[config.mk]
export PLATFORM = sky130hd
export DESIGN_NAME = tmr_timer_core
export DESIGN_NICKNAME = d
export VERILOG_FILES = /design/src/core/tmr_pkg.sv /design/src/core/tmr_count_track.sv /design/src/core/tmr_channel.sv /design/src/core/tmr_timer_core.sv
export VERILOG_INCLUDE_DIRS = /design/src /design/src/core
export SDC_FILE = /design/constraint.sdc
export NUM_CORES = 2
export LEC_CHECK = 0
export BUFFER_PORTS_ARGS = -buffer_cell sky130_fd_sc_hd__buf_2
export CORE_MARGIN = 8
export CORE_UTILIZATION = 50
export CTS_BUF_LIST = sky130_fd_sc_hd__clkbuf_8
export DETAILED_ROUTE_END_ITERATION = 6
export PLACE_DENSITY = 0.77
export RECOVER_POWER = 100
export REMOVE_ABC_BUFFERS = 1
export SYNTH_ARGS = -nofsm -noshare
export SYNTH_HDL_FRONTEND = slang
export SYNTH_SLANG_ARGS = --single-unit
export TNS_END_PERCENT = 50
[constraint.sdc]
create_clock -name clk -period 11.75 [get_ports clk]
set_clock_uncertainty 0.15 [all_clocks]
set_input_delay 1.175 -clock clk [delete_from_list [all_inputs] [get_ports clk]]
set_output_delay 1.175 -clock clk [all_outputs]
set_load 0.005 [all_outputs]
[src/core/tmr_defs.svh]
// Address map, control field positions and reset values of the timer views.
// Assumes it is included by bare name wherever these constants are needed.
`ifndef TMR_DEFS_SVH
`define TMR_DEFS_SVH

`define TMR_ADDR_W 5
`define TMR_DATA_W 64
`define TMR_CDV_W 32
`define TMR_CH_SEL_W 2

// Global registers.
`define TMR_ADDR_PHYS_COUNT 5'h00
`define TMR_ADDR_VIRT_COUNT 5'h01
`define TMR_ADDR_VIRT_OFFSET 5'h02

// Channel registers sit at 0x10 + 4 * channel + kind.
`define TMR_CH_SPACE_BIT 4
`define TMR_CH_IDX_HI 3
`define TMR_CH_IDX_LO 2
`define TMR_KIND_HI 1
`define TMR_KIND_LO 0
`define TMR_KIND_W 2
`define TMR_KIND_COMPARE 2'h0
`define TMR_KIND_COUNTDOWN 2'h1
`define TMR_KIND_CONTROL 2'h2

// Control register fields.
`define TMR_CTRL_ENABLE 0
`define TMR_CTRL_IMASK 1
`define TMR_CTRL_STATUS 2
`define TMR_CTRL_W 2

// Reset values.
`define TMR_RST_THRESHOLD 64'h0000_0000_0000_0000
`define TMR_RST_OFFSET 64'h0000_0000_0000_0000
`define TMR_RST_CTRL 2'h0

`endif

[src/core/tmr_pkg.sv]
// Types shared by the timer views: access request and response carriers.
// Assumes tmr_defs.svh supplies the widths.
`include "tmr_defs.svh"

package tmr_pkg;

   typedef struct packed {
      logic write;
      logic [`TMR_ADDR_W-1:0] addr;
      logic [`TMR_DATA_W-1:0] wdata;
   } tmr_req_t;

   typedef struct packed {
      logic err;
      logic [`TMR_DATA_W-1:0] rdata;
   } tmr_rsp_t;

endpackage

[src/core/tmr_count_track.sv]
// Holds the virtual offset and derives physical and virtual counts.
// Assumes sys_count comes from a free-running counter on the same clock.
`timescale 1ns/100ps
`include "tmr_defs.svh"

module tmr_count_track (
   input wire logic clk,
   input wire logic rst_b,
   input wire logic [`TMR_DATA_W-1:0] sys_count,
   input wire logic offset_wr,
   input wire logic [`TMR_DATA_W-1:0] offset_wdata,
   output logic [`TMR_DATA_W-1:0] phys_count,
   output logic [`TMR_DATA_W-1:0] virt_count,
   output logic [`TMR_DATA_W-1:0] offset_q
);

   logic [`TMR_DATA_W-1:0] offset_d;

   assign offset_d = offset_wr ? offset_wdata : offset_q;

   always_ff @(posedge clk or negedge rst_b) begin
      if (!rst_b) begin
         offset_q <= `TMR_RST_OFFSET;
      end else begin
         offset_q <= offset_d;
      end
   end

   // The difference wraps naturally in 64 bits.
   assign phys_count = sys_count;
   assign virt_count = sys_count - offset_q;

endmodule

[src/core/tmr_channel.sv]
// One timer channel: one stored threshold behind both views, plus control.
// Assumes adj_count is already the count less this channel's offset.
`timescale 1ns/100ps
`include "tmr_defs.svh"

module tmr_channel (
   input wire logic clk,
   input wire logic rst_b,
   input wire logic [`TMR_DATA_W-1:0] adj_count,
   input wire logic wr_compare,
   input wire logic wr_countdown,
   input wire logic wr_ctrl,
   input wire logic [`TMR_DATA_W-1:0] wdata,
   output logic [`TMR_DATA_W-1:0] threshold_q,
   output logic [`TMR_CTRL_W-1:0] ctrl_q,
   output logic [`TMR_CDV_W-1:0] countdown_value,
   output logic condition_reached,
   output logic irq_level
);

   logic [`TMR_DATA_W-1:0] threshold_d;
   logic [`TMR_DATA_W-1:0] cdv_sext;
   logic [`TMR_DATA_W-1:0] remaining;
   logic [`TMR_CTRL_W-1:0] ctrl_d;

   assign cdv_sext = {{(`TMR_DATA_W-`TMR_CDV_W){wdata[`TMR_CDV_W-1]}}, wdata[`TMR_CDV_W-1:0]};

   // Both views land in the same register.
   assign threshold_d = wr_compare ? wdata :
                        wr_countdown ? adj_count + cdv_sext :
                        threshold_q;

   // Only the two allocated bits are kept; status and upper bits are ignored.
   assign ctrl_d = wr_ctrl ? wdata[`TMR_CTRL_W-1:0] : ctrl_q;

   always_ff @(posedge clk or negedge rst_b) begin
      if (!rst_b) begin
         threshold_q <= `TMR_RST_THRESHOLD;
         ctrl_q <= `TMR_RST_CTRL;
      end else begin
         threshold_q <= threshold_d;
         ctrl_q <= ctrl_d;
      end
   end

   // Countdown is derived, never stored; past the match it goes negative.
   assign remaining = threshold_q - adj_count;
   assign countdown_value = remaining[`TMR_CDV_W-1:0];

   // Unsigned compare, so a near all-ones threshold may never be met.
   assign condition_reached = ctrl_q[`TMR_CTRL_ENABLE] && (adj_count >= threshold_q);
   assign irq_level = condition_reached && !ctrl_q[`TMR_CTRL_IMASK];

endmodule

[src/core/tmr_timer_core.sv]
// Timer views top: access decode, channel array, readback and interrupt lines.
// Assumes sys_count is a free-running count on clk and the access port is
// driven by processor logic on the same clock, one request per cycle at most.
`timescale 1ns/100ps
`include "tmr_defs.svh"

////////////////////////////////////////////////////////////////////////////////

// How it works
// - Each channel keeps a 64-bit threshold; condition is enable bit set and adjusted count >= threshold.
// - While the condition holds, the channel interrupt is raised unless masked.
// - Physical channels use zero offset; the virtual channel uses the offset register.
// - Virtual count reads as physical count minus offset, modulo 2^64.
// - Count, offset and threshold compare unsigned; near all-ones may never fire.
// - Countdown view acts as a signed 32-bit down-counter reaching zero at match.
// - Countdown read gives low 32 bits of threshold minus adjusted count.
// - Countdown write sets threshold to adjusted count plus sign-extended value.
// - Countdown values are two's complement, so the arithmetic is sign-aware.
// - After the match, countdown reads as minus the ticks elapsed since then.
// - Unallocated written field values have no functional effect.
module tmr_timer_core #(
   parameter int NUM_CH = 4,
   parameter int VIRT_CH = 3
) (
   input wire logic clk,
   input wire logic rst_b,
   input wire logic [`TMR_DATA_W-1:0] sys_count,
   input wire logic acc_valid,
   input wire tmr_pkg::tmr_req_t acc_req,
   output logic rsp_valid,
   output tmr_pkg::tmr_rsp_t acc_rsp,
   output logic [NUM_CH-1:0] irq,
   output logic [NUM_CH-1:0] cond_met,
   output logic [NUM_CH-1:0] cond_rise
);

   ////////////////////////////////////////////////////////////////////////////////
   // Elaboration checks.

   // The address map has two channel-select bits, so at most four channels.
   if (NUM_CH < 1 || NUM_CH > (1 << `TMR_CH_SEL_W)) begin : g_bad_num_ch
      $error("tmr_timer_core: NUM_CH must be 1 to 4");
   end
   if (VIRT_CH < 0 || VIRT_CH >= NUM_CH) begin : g_bad_virt_ch
      $error("tmr_timer_core: VIRT_CH must name an existing channel");
   end

   // The field macros must agree with one another, or the decode silently misroutes accesses.
   if (`TMR_CDV_W > `TMR_DATA_W) begin : g_bad_cdv_w
      $error("tmr_timer_core: countdown view wider than the data word");
   end
   if (`TMR_CTRL_STATUS < `TMR_CTRL_W) begin : g_bad_status_pos
      $error("tmr_timer_core: status bit overlaps the stored control bits");
   end
   if (`TMR_CTRL_ENABLE >= `TMR_CTRL_W || `TMR_CTRL_IMASK >= `TMR_CTRL_W) begin : g_bad_ctrl_pos
      $error("tmr_timer_core: enable and mask must sit in the stored control bits");
   end
   if (`TMR_CH_IDX_HI - `TMR_CH_IDX_LO + 1 != `TMR_CH_SEL_W) begin : g_bad_ch_field
      $error("tmr_timer_core: channel field width disagrees with the select width");
   end
   if (`TMR_KIND_HI - `TMR_KIND_LO + 1 != `TMR_KIND_W) begin : g_bad_kind_field
      $error("tmr_timer_core: kind field width disagrees with the kind width");
   end
   // Kind and channel fields must not overlap, or one write would hit two registers.
   if (`TMR_CH_IDX_LO <= `TMR_KIND_HI || `TMR_CH_SPACE_BIT <= `TMR_CH_IDX_HI) begin : g_bad_field_order
      $error("tmr_timer_core: address fields overlap");
   end
   if (`TMR_CH_SPACE_BIT >= `TMR_ADDR_W) begin : g_bad_space_bit
      $error("tmr_timer_core: channel space bit lies outside the address");
   end

   ////////////////////////////////////////////////////////////////////////////////
   // Helpers.

   function automatic logic kind_is_mapped(input logic [`TMR_KIND_W-1:0] kind);
      kind_is_mapped = (kind == `TMR_KIND_COMPARE) ||
                       (kind == `TMR_KIND_COUNTDOWN) ||
                       (kind == `TMR_KIND_CONTROL);
   endfunction

   function automatic logic [`TMR_DATA_W-1:0] ctrl_word(input logic [`TMR_CTRL_W-1:0] ctrl,
                                                         input logic status);
      logic [`TMR_DATA_W-1:0] w;
      w = '0;
      w[`TMR_CTRL_W-1:0] = ctrl;
      w[`TMR_CTRL_STATUS] = status;
      ctrl_word = w;
   endfunction

   ////////////////////////////////////////////////////////////////////////////////
   // Access decode.

   wire is_read = acc_valid && !acc_req.write;
   wire is_write = acc_valid && acc_req.write;
   wire in_ch_space = acc_req.addr[`TMR_CH_SPACE_BIT];
   wire [`TMR_CH_SEL_W-1:0] ch_sel = acc_req.addr[`TMR_CH_IDX_HI:`TMR_CH_IDX_LO];
   wire [`TMR_KIND_W-1:0] kind_sel = acc_req.addr[`TMR_KIND_HI:`TMR_KIND_LO];
   wire ch_exists = 32'(ch_sel) < NUM_CH;
   wire hit_pcount = !in_ch_space && (acc_req.addr == `TMR_ADDR_PHYS_COUNT);
   wire hit_vcount = !in_ch_space && (acc_req.addr == `TMR_ADDR_VIRT_COUNT);
   wire hit_voff = !in_ch_space && (acc_req.addr == `TMR_ADDR_VIRT_OFFSET);
   wire hit_ch = in_ch_space && ch_exists && kind_is_mapped(kind_sel);
   wire mapped = hit_pcount || hit_vcount || hit_voff || hit_ch;
   // The two count registers are read-only; writing them is refused.
   wire write_refused = is_write && (hit_pcount || hit_vcount);
   wire acc_err = acc_valid && (!mapped || write_refused);

   wire voff_wr = is_write && hit_voff;
   wire ch_wr = is_write && hit_ch;
   wire wr_cmp_any = ch_wr && (kind_sel == `TMR_KIND_COMPARE);
   wire wr_cdv_any = ch_wr && (kind_sel == `TMR_KIND_COUNTDOWN);
   wire wr_ctl_any = ch_wr && (kind_sel == `TMR_KIND_CONTROL);

   ////////////////////////////////////////////////////////////////////////////////
   // Counts and offset.

   logic [`TMR_DATA_W-1:0] phys_count;
   logic [`TMR_DATA_W-1:0] virt_count;
   logic [`TMR_DATA_W-1:0] voff_q;

   tmr_count_track u_count (
      .clk(clk),
      .rst_b(rst_b),
      .sys_count(sys_count),
      .offset_wr(voff_wr),
      .offset_wdata(acc_req.wdata),
      .phys_count(phys_count),
      .virt_count(virt_count),
      .offset_q(voff_q)
   );

   ////////////////////////////////////////////////////////////////////////////////
   // Channels.

   logic [`TMR_DATA_W-1:0] ch_thr [NUM_CH];
   logic [`TMR_CTRL_W-1:0] ch_ctrl [NUM_CH];
   logic [`TMR_CDV_W-1:0] ch_cdv [NUM_CH];
   logic [NUM_CH-1:0] ch_cond;
   logic [NUM_CH-1:0] ch_irq;

   for (genvar i = 0; i < NUM_CH; i++) begin : g_ch
      // Only the virtual channel sees the offset; the rest see the raw count.
      wire [`TMR_DATA_W-1:0] adj = (i == VIRT_CH) ? virt_count : phys_count;
      wire sel = (32'(ch_sel) == i);
      wire wr_cmp = wr_cmp_any && sel;
      wire wr_cdv = wr_cdv_any && sel;
      wire wr_ctl = wr_ctl_any && sel;

      tmr_channel u_ch (
         .clk(clk),
         .rst_b(rst_b),
         .adj_count(adj),
         .wr_compare(wr_cmp),
         .wr_countdown(wr_cdv),
         .wr_ctrl(wr_ctl),
         .wdata(acc_req.wdata),
         .threshold_q(ch_thr[i]),
         .ctrl_q(ch_ctrl[i]),
         .countdown_value(ch_cdv[i]),
         .condition_reached(ch_cond[i]),
         .irq_level(ch_irq[i])
      );
   end

   ////////////////////////////////////////////////////////////////////////////////
   // Readback.

   // Reads see the stored state before any write in the same cycle lands.
   logic [`TMR_DATA_W-1:0] rdata_d;
   logic [`TMR_DATA_W-1:0] ch_rdata;

   always_comb begin
      ch_rdata = '0;
      for (int i = 0; i < NUM_CH; i++) begin
         if (32'(ch_sel) == i) begin
            case (kind_sel)
               `TMR_KIND_COMPARE: begin
                  ch_rdata = ch_thr[i];
               end
               `TMR_KIND_COUNTDOWN: begin
                  ch_rdata = {{(`TMR_DATA_W-`TMR_CDV_W){1'b0}}, ch_cdv[i]};
               end
               `TMR_KIND_CONTROL: begin
                  ch_rdata = ctrl_word(ch_ctrl[i], ch_cond[i]);
               end
               default: begin
                  ch_rdata = '0;
               end
            endcase
         end
      end
   end

   always_comb begin
      rdata_d = '0;
      if (is_read && !acc_err) begin
         if (hit_pcount) begin
            rdata_d = phys_count;
         end else if (hit_vcount) begin
            rdata_d = virt_count;
         end else if (hit_voff) begin
            rdata_d = voff_q;
         end else begin
            rdata_d = ch_rdata;
         end
      end
   end

   ////////////////////////////////////////////////////////////////////////////////
   // Registered outputs.

   logic rsp_valid_q;
   tmr_pkg::tmr_rsp_t rsp_q;
   logic [NUM_CH-1:0] irq_q;
   logic [NUM_CH-1:0] cond_q;
   logic [NUM_CH-1:0] rise_q;

   always_ff @(posedge clk or negedge rst_b) begin
      if (!rst_b) begin
         rsp_valid_q <= 1'b0;
         rsp_q <= '0;
      end else begin
         rsp_valid_q <= acc_valid;
         rsp_q.err <= acc_err;
         rsp_q.rdata <= rdata_d;
      end
   end

   // Levels are sampled every cycle with no holding of their own.
   always_ff @(posedge clk or negedge rst_b) begin
      if (!rst_b) begin
         irq_q <= '0;
         cond_q <= '0;
         rise_q <= '0;
      end else begin
         irq_q <= ch_irq;
         cond_q <= ch_cond;
         rise_q <= ch_cond & ~cond_q;
      end
   end

   assign rsp_valid = rsp_valid_q;
   assign acc_rsp = rsp_q;
   assign irq = irq_q;
   assign cond_met = cond_q;
   assign cond_rise = rise_q;

endmodule

==> summary.txt <==
Vias per cell - 6.60
Longest Clk Path Bufs - 3
Io pins - 215
Seq/Total Area, Yosys - 0.232
Hold/Removal Path Class - register to register
CTS Buf Count - 81
Failing checks - capacitance limit, slew limit
DRT antenna net count - 0
R2r startpoint - u_count.offset_q[4]
DP HPWL - 146000 µm
Skew-Pair Late Insertion Delay - 0.80 ns
Die Wd - 312 µm
Most common cell after layout, fill and taps aside - nand2_1
Largest stage delay on the critical path - 2.11 ns
Achievable Freq - 113 MHz
Yosys cell types - 106
Met3 wire len - 22200 µm
Placed Cells - 6716
Post-synth top area cell - dfrtp_1
Reg-to-reg slack, setup - 3.98 ns
CP Max Fanout - 77
Die height - 312 µm
Post-CTS setup buffers - 0
CP endpoint kind - register
Final non-filler cell area - 47300 µm²
Metal-1 WL - 73900 µm
Cell Pwr Density - 197 nW/µm²
Non-Filler Instances - 6881
Pin count of the biggest net entering global routing - 116
CTS clk-pin slew, worst paths - 0.06 ns
Fraction of layout cells with a size suffix above 1 - 0.0802
Top Layer Used - met5
Grt total ovfl - 0
Tmin final - 8.87 ns
Placed cell areas - 45800 µm²
Total Nets Final - 6358
Critical path's top delay family - buffers and inverters
# resized after CTS - 0
Synthesized flop and latch total - 406
Main synth FF type - dfrtp_1
# DRC - 0
Max H-tree Level - 3
CP Launch Type - input port
Synth top area cells - dfrtp_1 23%, ha_1 16%, o21ai_0 6.5%, a21oi_1 5.5%, nand2_1 5.1%
Status - complete, but fails checks
Root Driver - clkbuf_8
Vias in the first global route - 43507
CTS Hold Bufs - 0
Initial core utilization - 0.504
DIE AREA - 97200 µm²
Critical Path RT - 12.24 ns
Hold Slack - 0.266 ns
Met2 wire length - 79600 µm
Worst IR Drop VDD - 0.000110 V
Std-Cell Rows - 108
Number of max-cap violations - 20
Placeable Area - 86800 µm²
Total Wirelength - 190000 µm
Crit-path cells - buf_2 -> clkbuf_1 -> clkbuf_1 -> nand2_1 -> nor2_1 -> buf_4 -> and3_1 -> buf_4 -> mux2_2
Yosys warns - 0
Buf+Inv Stages, Crit Path - 5
CP max-delay cell - clkbuf_1
EDFF count, synth - 0
Synth top area share - 0.232
Slew Viols, Final - 731
GRT Util Overall - 0.374
Crit path DAT - 9.36 ns
Period utilization - 0.755
Lkg Pwr - 22.4 nW
Final setup fails - 0
Min-delay src - cond_met[1]
Routed wire per std cell - 27.6 µm
Cells after Synth - 5562
First-pass GRT wire length - 280000 µm
Post-synth ARST share - 1.00
Syn avg cell area - 7.87 µm²
CTS sink cnt - 406
Drt first pass iters - 6
Most frequent cells in the layout - 599 x nand2_1, 572 x o21ai_0, 569 x ha_1, 488 x inv_1, 478 x a21oi_1
Hold EP - cond_rise[1]
I/O Buffers - 214
Slew Limit Headroom - -2.95
RePlAce Congestion - 1.06
Slew @ Worst Pin - 5.92 ns
TNS Setup - 0 ns
Worst Hold Depth - 1
Critical Path Stages - 9
Worst R2R Path Depth - 22
RSZ-0062 raised after global routing - no
Detailed-route via count - 45395
Final hold vios - 0
Initial antenna violation count - 20
Filler instances - 8312
Post-Syn Area - 43800 µm²
R2R Path End - g_ch[3].u_ch.threshold_q[62]
CTS tree - done
Initial drt markers - 6154
Area Growth Syn to Fin - 8.02%
Setup CP Type - input port to register
==> state kept, by name, summed over array words and instances, names as in the netlist <==
register	flops
g_ch.u_ch.threshold_q	256
rsp_valid	1
cond_rise	4
irq	4
u_count.offset_q	64
cond_met	4
g_ch.u_ch.ctrl_q	8
acc_rsp	65
==> cell type report <==
class,instances,area (µm²),area share
Antenna cell,15,37.5,0.000794
Clock buffer,105,1450,0.0306
Clock inverter,44,279,0.00590
Inverter,474,1780,0.0376
Multi-Input combinational cell,4395,30600,0.648
Sequential cell,406,10200,0.215
Tap cell,1155,1450,0.0306
Timing Repair Buffer,287,1500,0.0316
==> report_power, final <==
part	leakage [nW]	internal, mW	switching (mW)
combinational	16.4	2.15	3.55
clock	0.974	0.868	0.754
sequential	5.06	1.71	0.275
total	22.4	4.72	4.58
==> worst max-delay path by stage <==
stage | to | slack [ns] | startpoint
after floorplan | g_ch[3].u_ch.threshold_q[56] | 4.41 | acc_req[65]
after global placement | acc_rsp[26] | 4.10 | sys_count[4]
after detailed placement | acc_rsp[2] | 3.93 | sys_count[25]
after CTS | acc_rsp[2] | 4.70 | sys_count[25]
after global routing | acc_rsp[41] | 2.37 | rst_b
final | u_count.offset_q[0] | 2.88 | acc_req[65]
==> cells in the mapped netlist, drive strengths merged, types with 10 or more instances <==
cell / count
nand2: 601
o21ai: 573
ha: 569
a21oi: 478
inv: 473
dfrtp: 406
nor2: 314
clkbuf: 251
a21o: 242
xnor2: 157
xor2: 113
nand3: 95
a211oi: 91
nor3: 91
nand4: 89
mux2i: 88
a31oi: 71
o21bai: 67
a22oi: 60
nor2b: 58
o211ai: 54
nand2b: 42
o21a: 41
o22ai: 39
o31ai: 39
a221oi: 37
mux4: 35
buf: 33
and3: 32
mux2: 28
o221ai: 25
and2: 21
nor4: 21
a2111oi: 19
or3: 17
a221o: 13
a211o: 12
o2111ai: 12
a311oi: 11
or2: 11
a41oi: 10
o31a: 10
==> cell families (layout without fill, tap and decap cells) <==
family,count (synthesis),after routing,share of synthesized area
flops,406,406,0.232
fa+ha+maj,576,576,0.166
compound gates,1968,1968,0.286
xor+xnor,270,270,0.0540
buf+inv,761,910,0.0679
other cells,0,15,0
simple gates,1430,1430,0.149
mux,151,151,0.0454
==> routing by layer <==
metal  vias up  global-route usage
li1      20272                   -
met1     21538               0.481
met2      2892               0.560
met3       687              0.0937
met4         6               0.228
met5         -                   0
==> metrics by stage <==
stage / util / power, mW / setup slack, ns
after global placement: 0.527 / 7.44 / 4.10
after global routing: 0.545 / 9.88 / 2.37
after floorplan: - / 5.85 / 4.41
after CTS: 0.547 / 9.14 / 4.70
final: 0.545 / 9.30 / 2.88
after detailed placement: 0.527 / 7.50 / 3.93
Note: power is estimated with default switching activity, not from simulation.
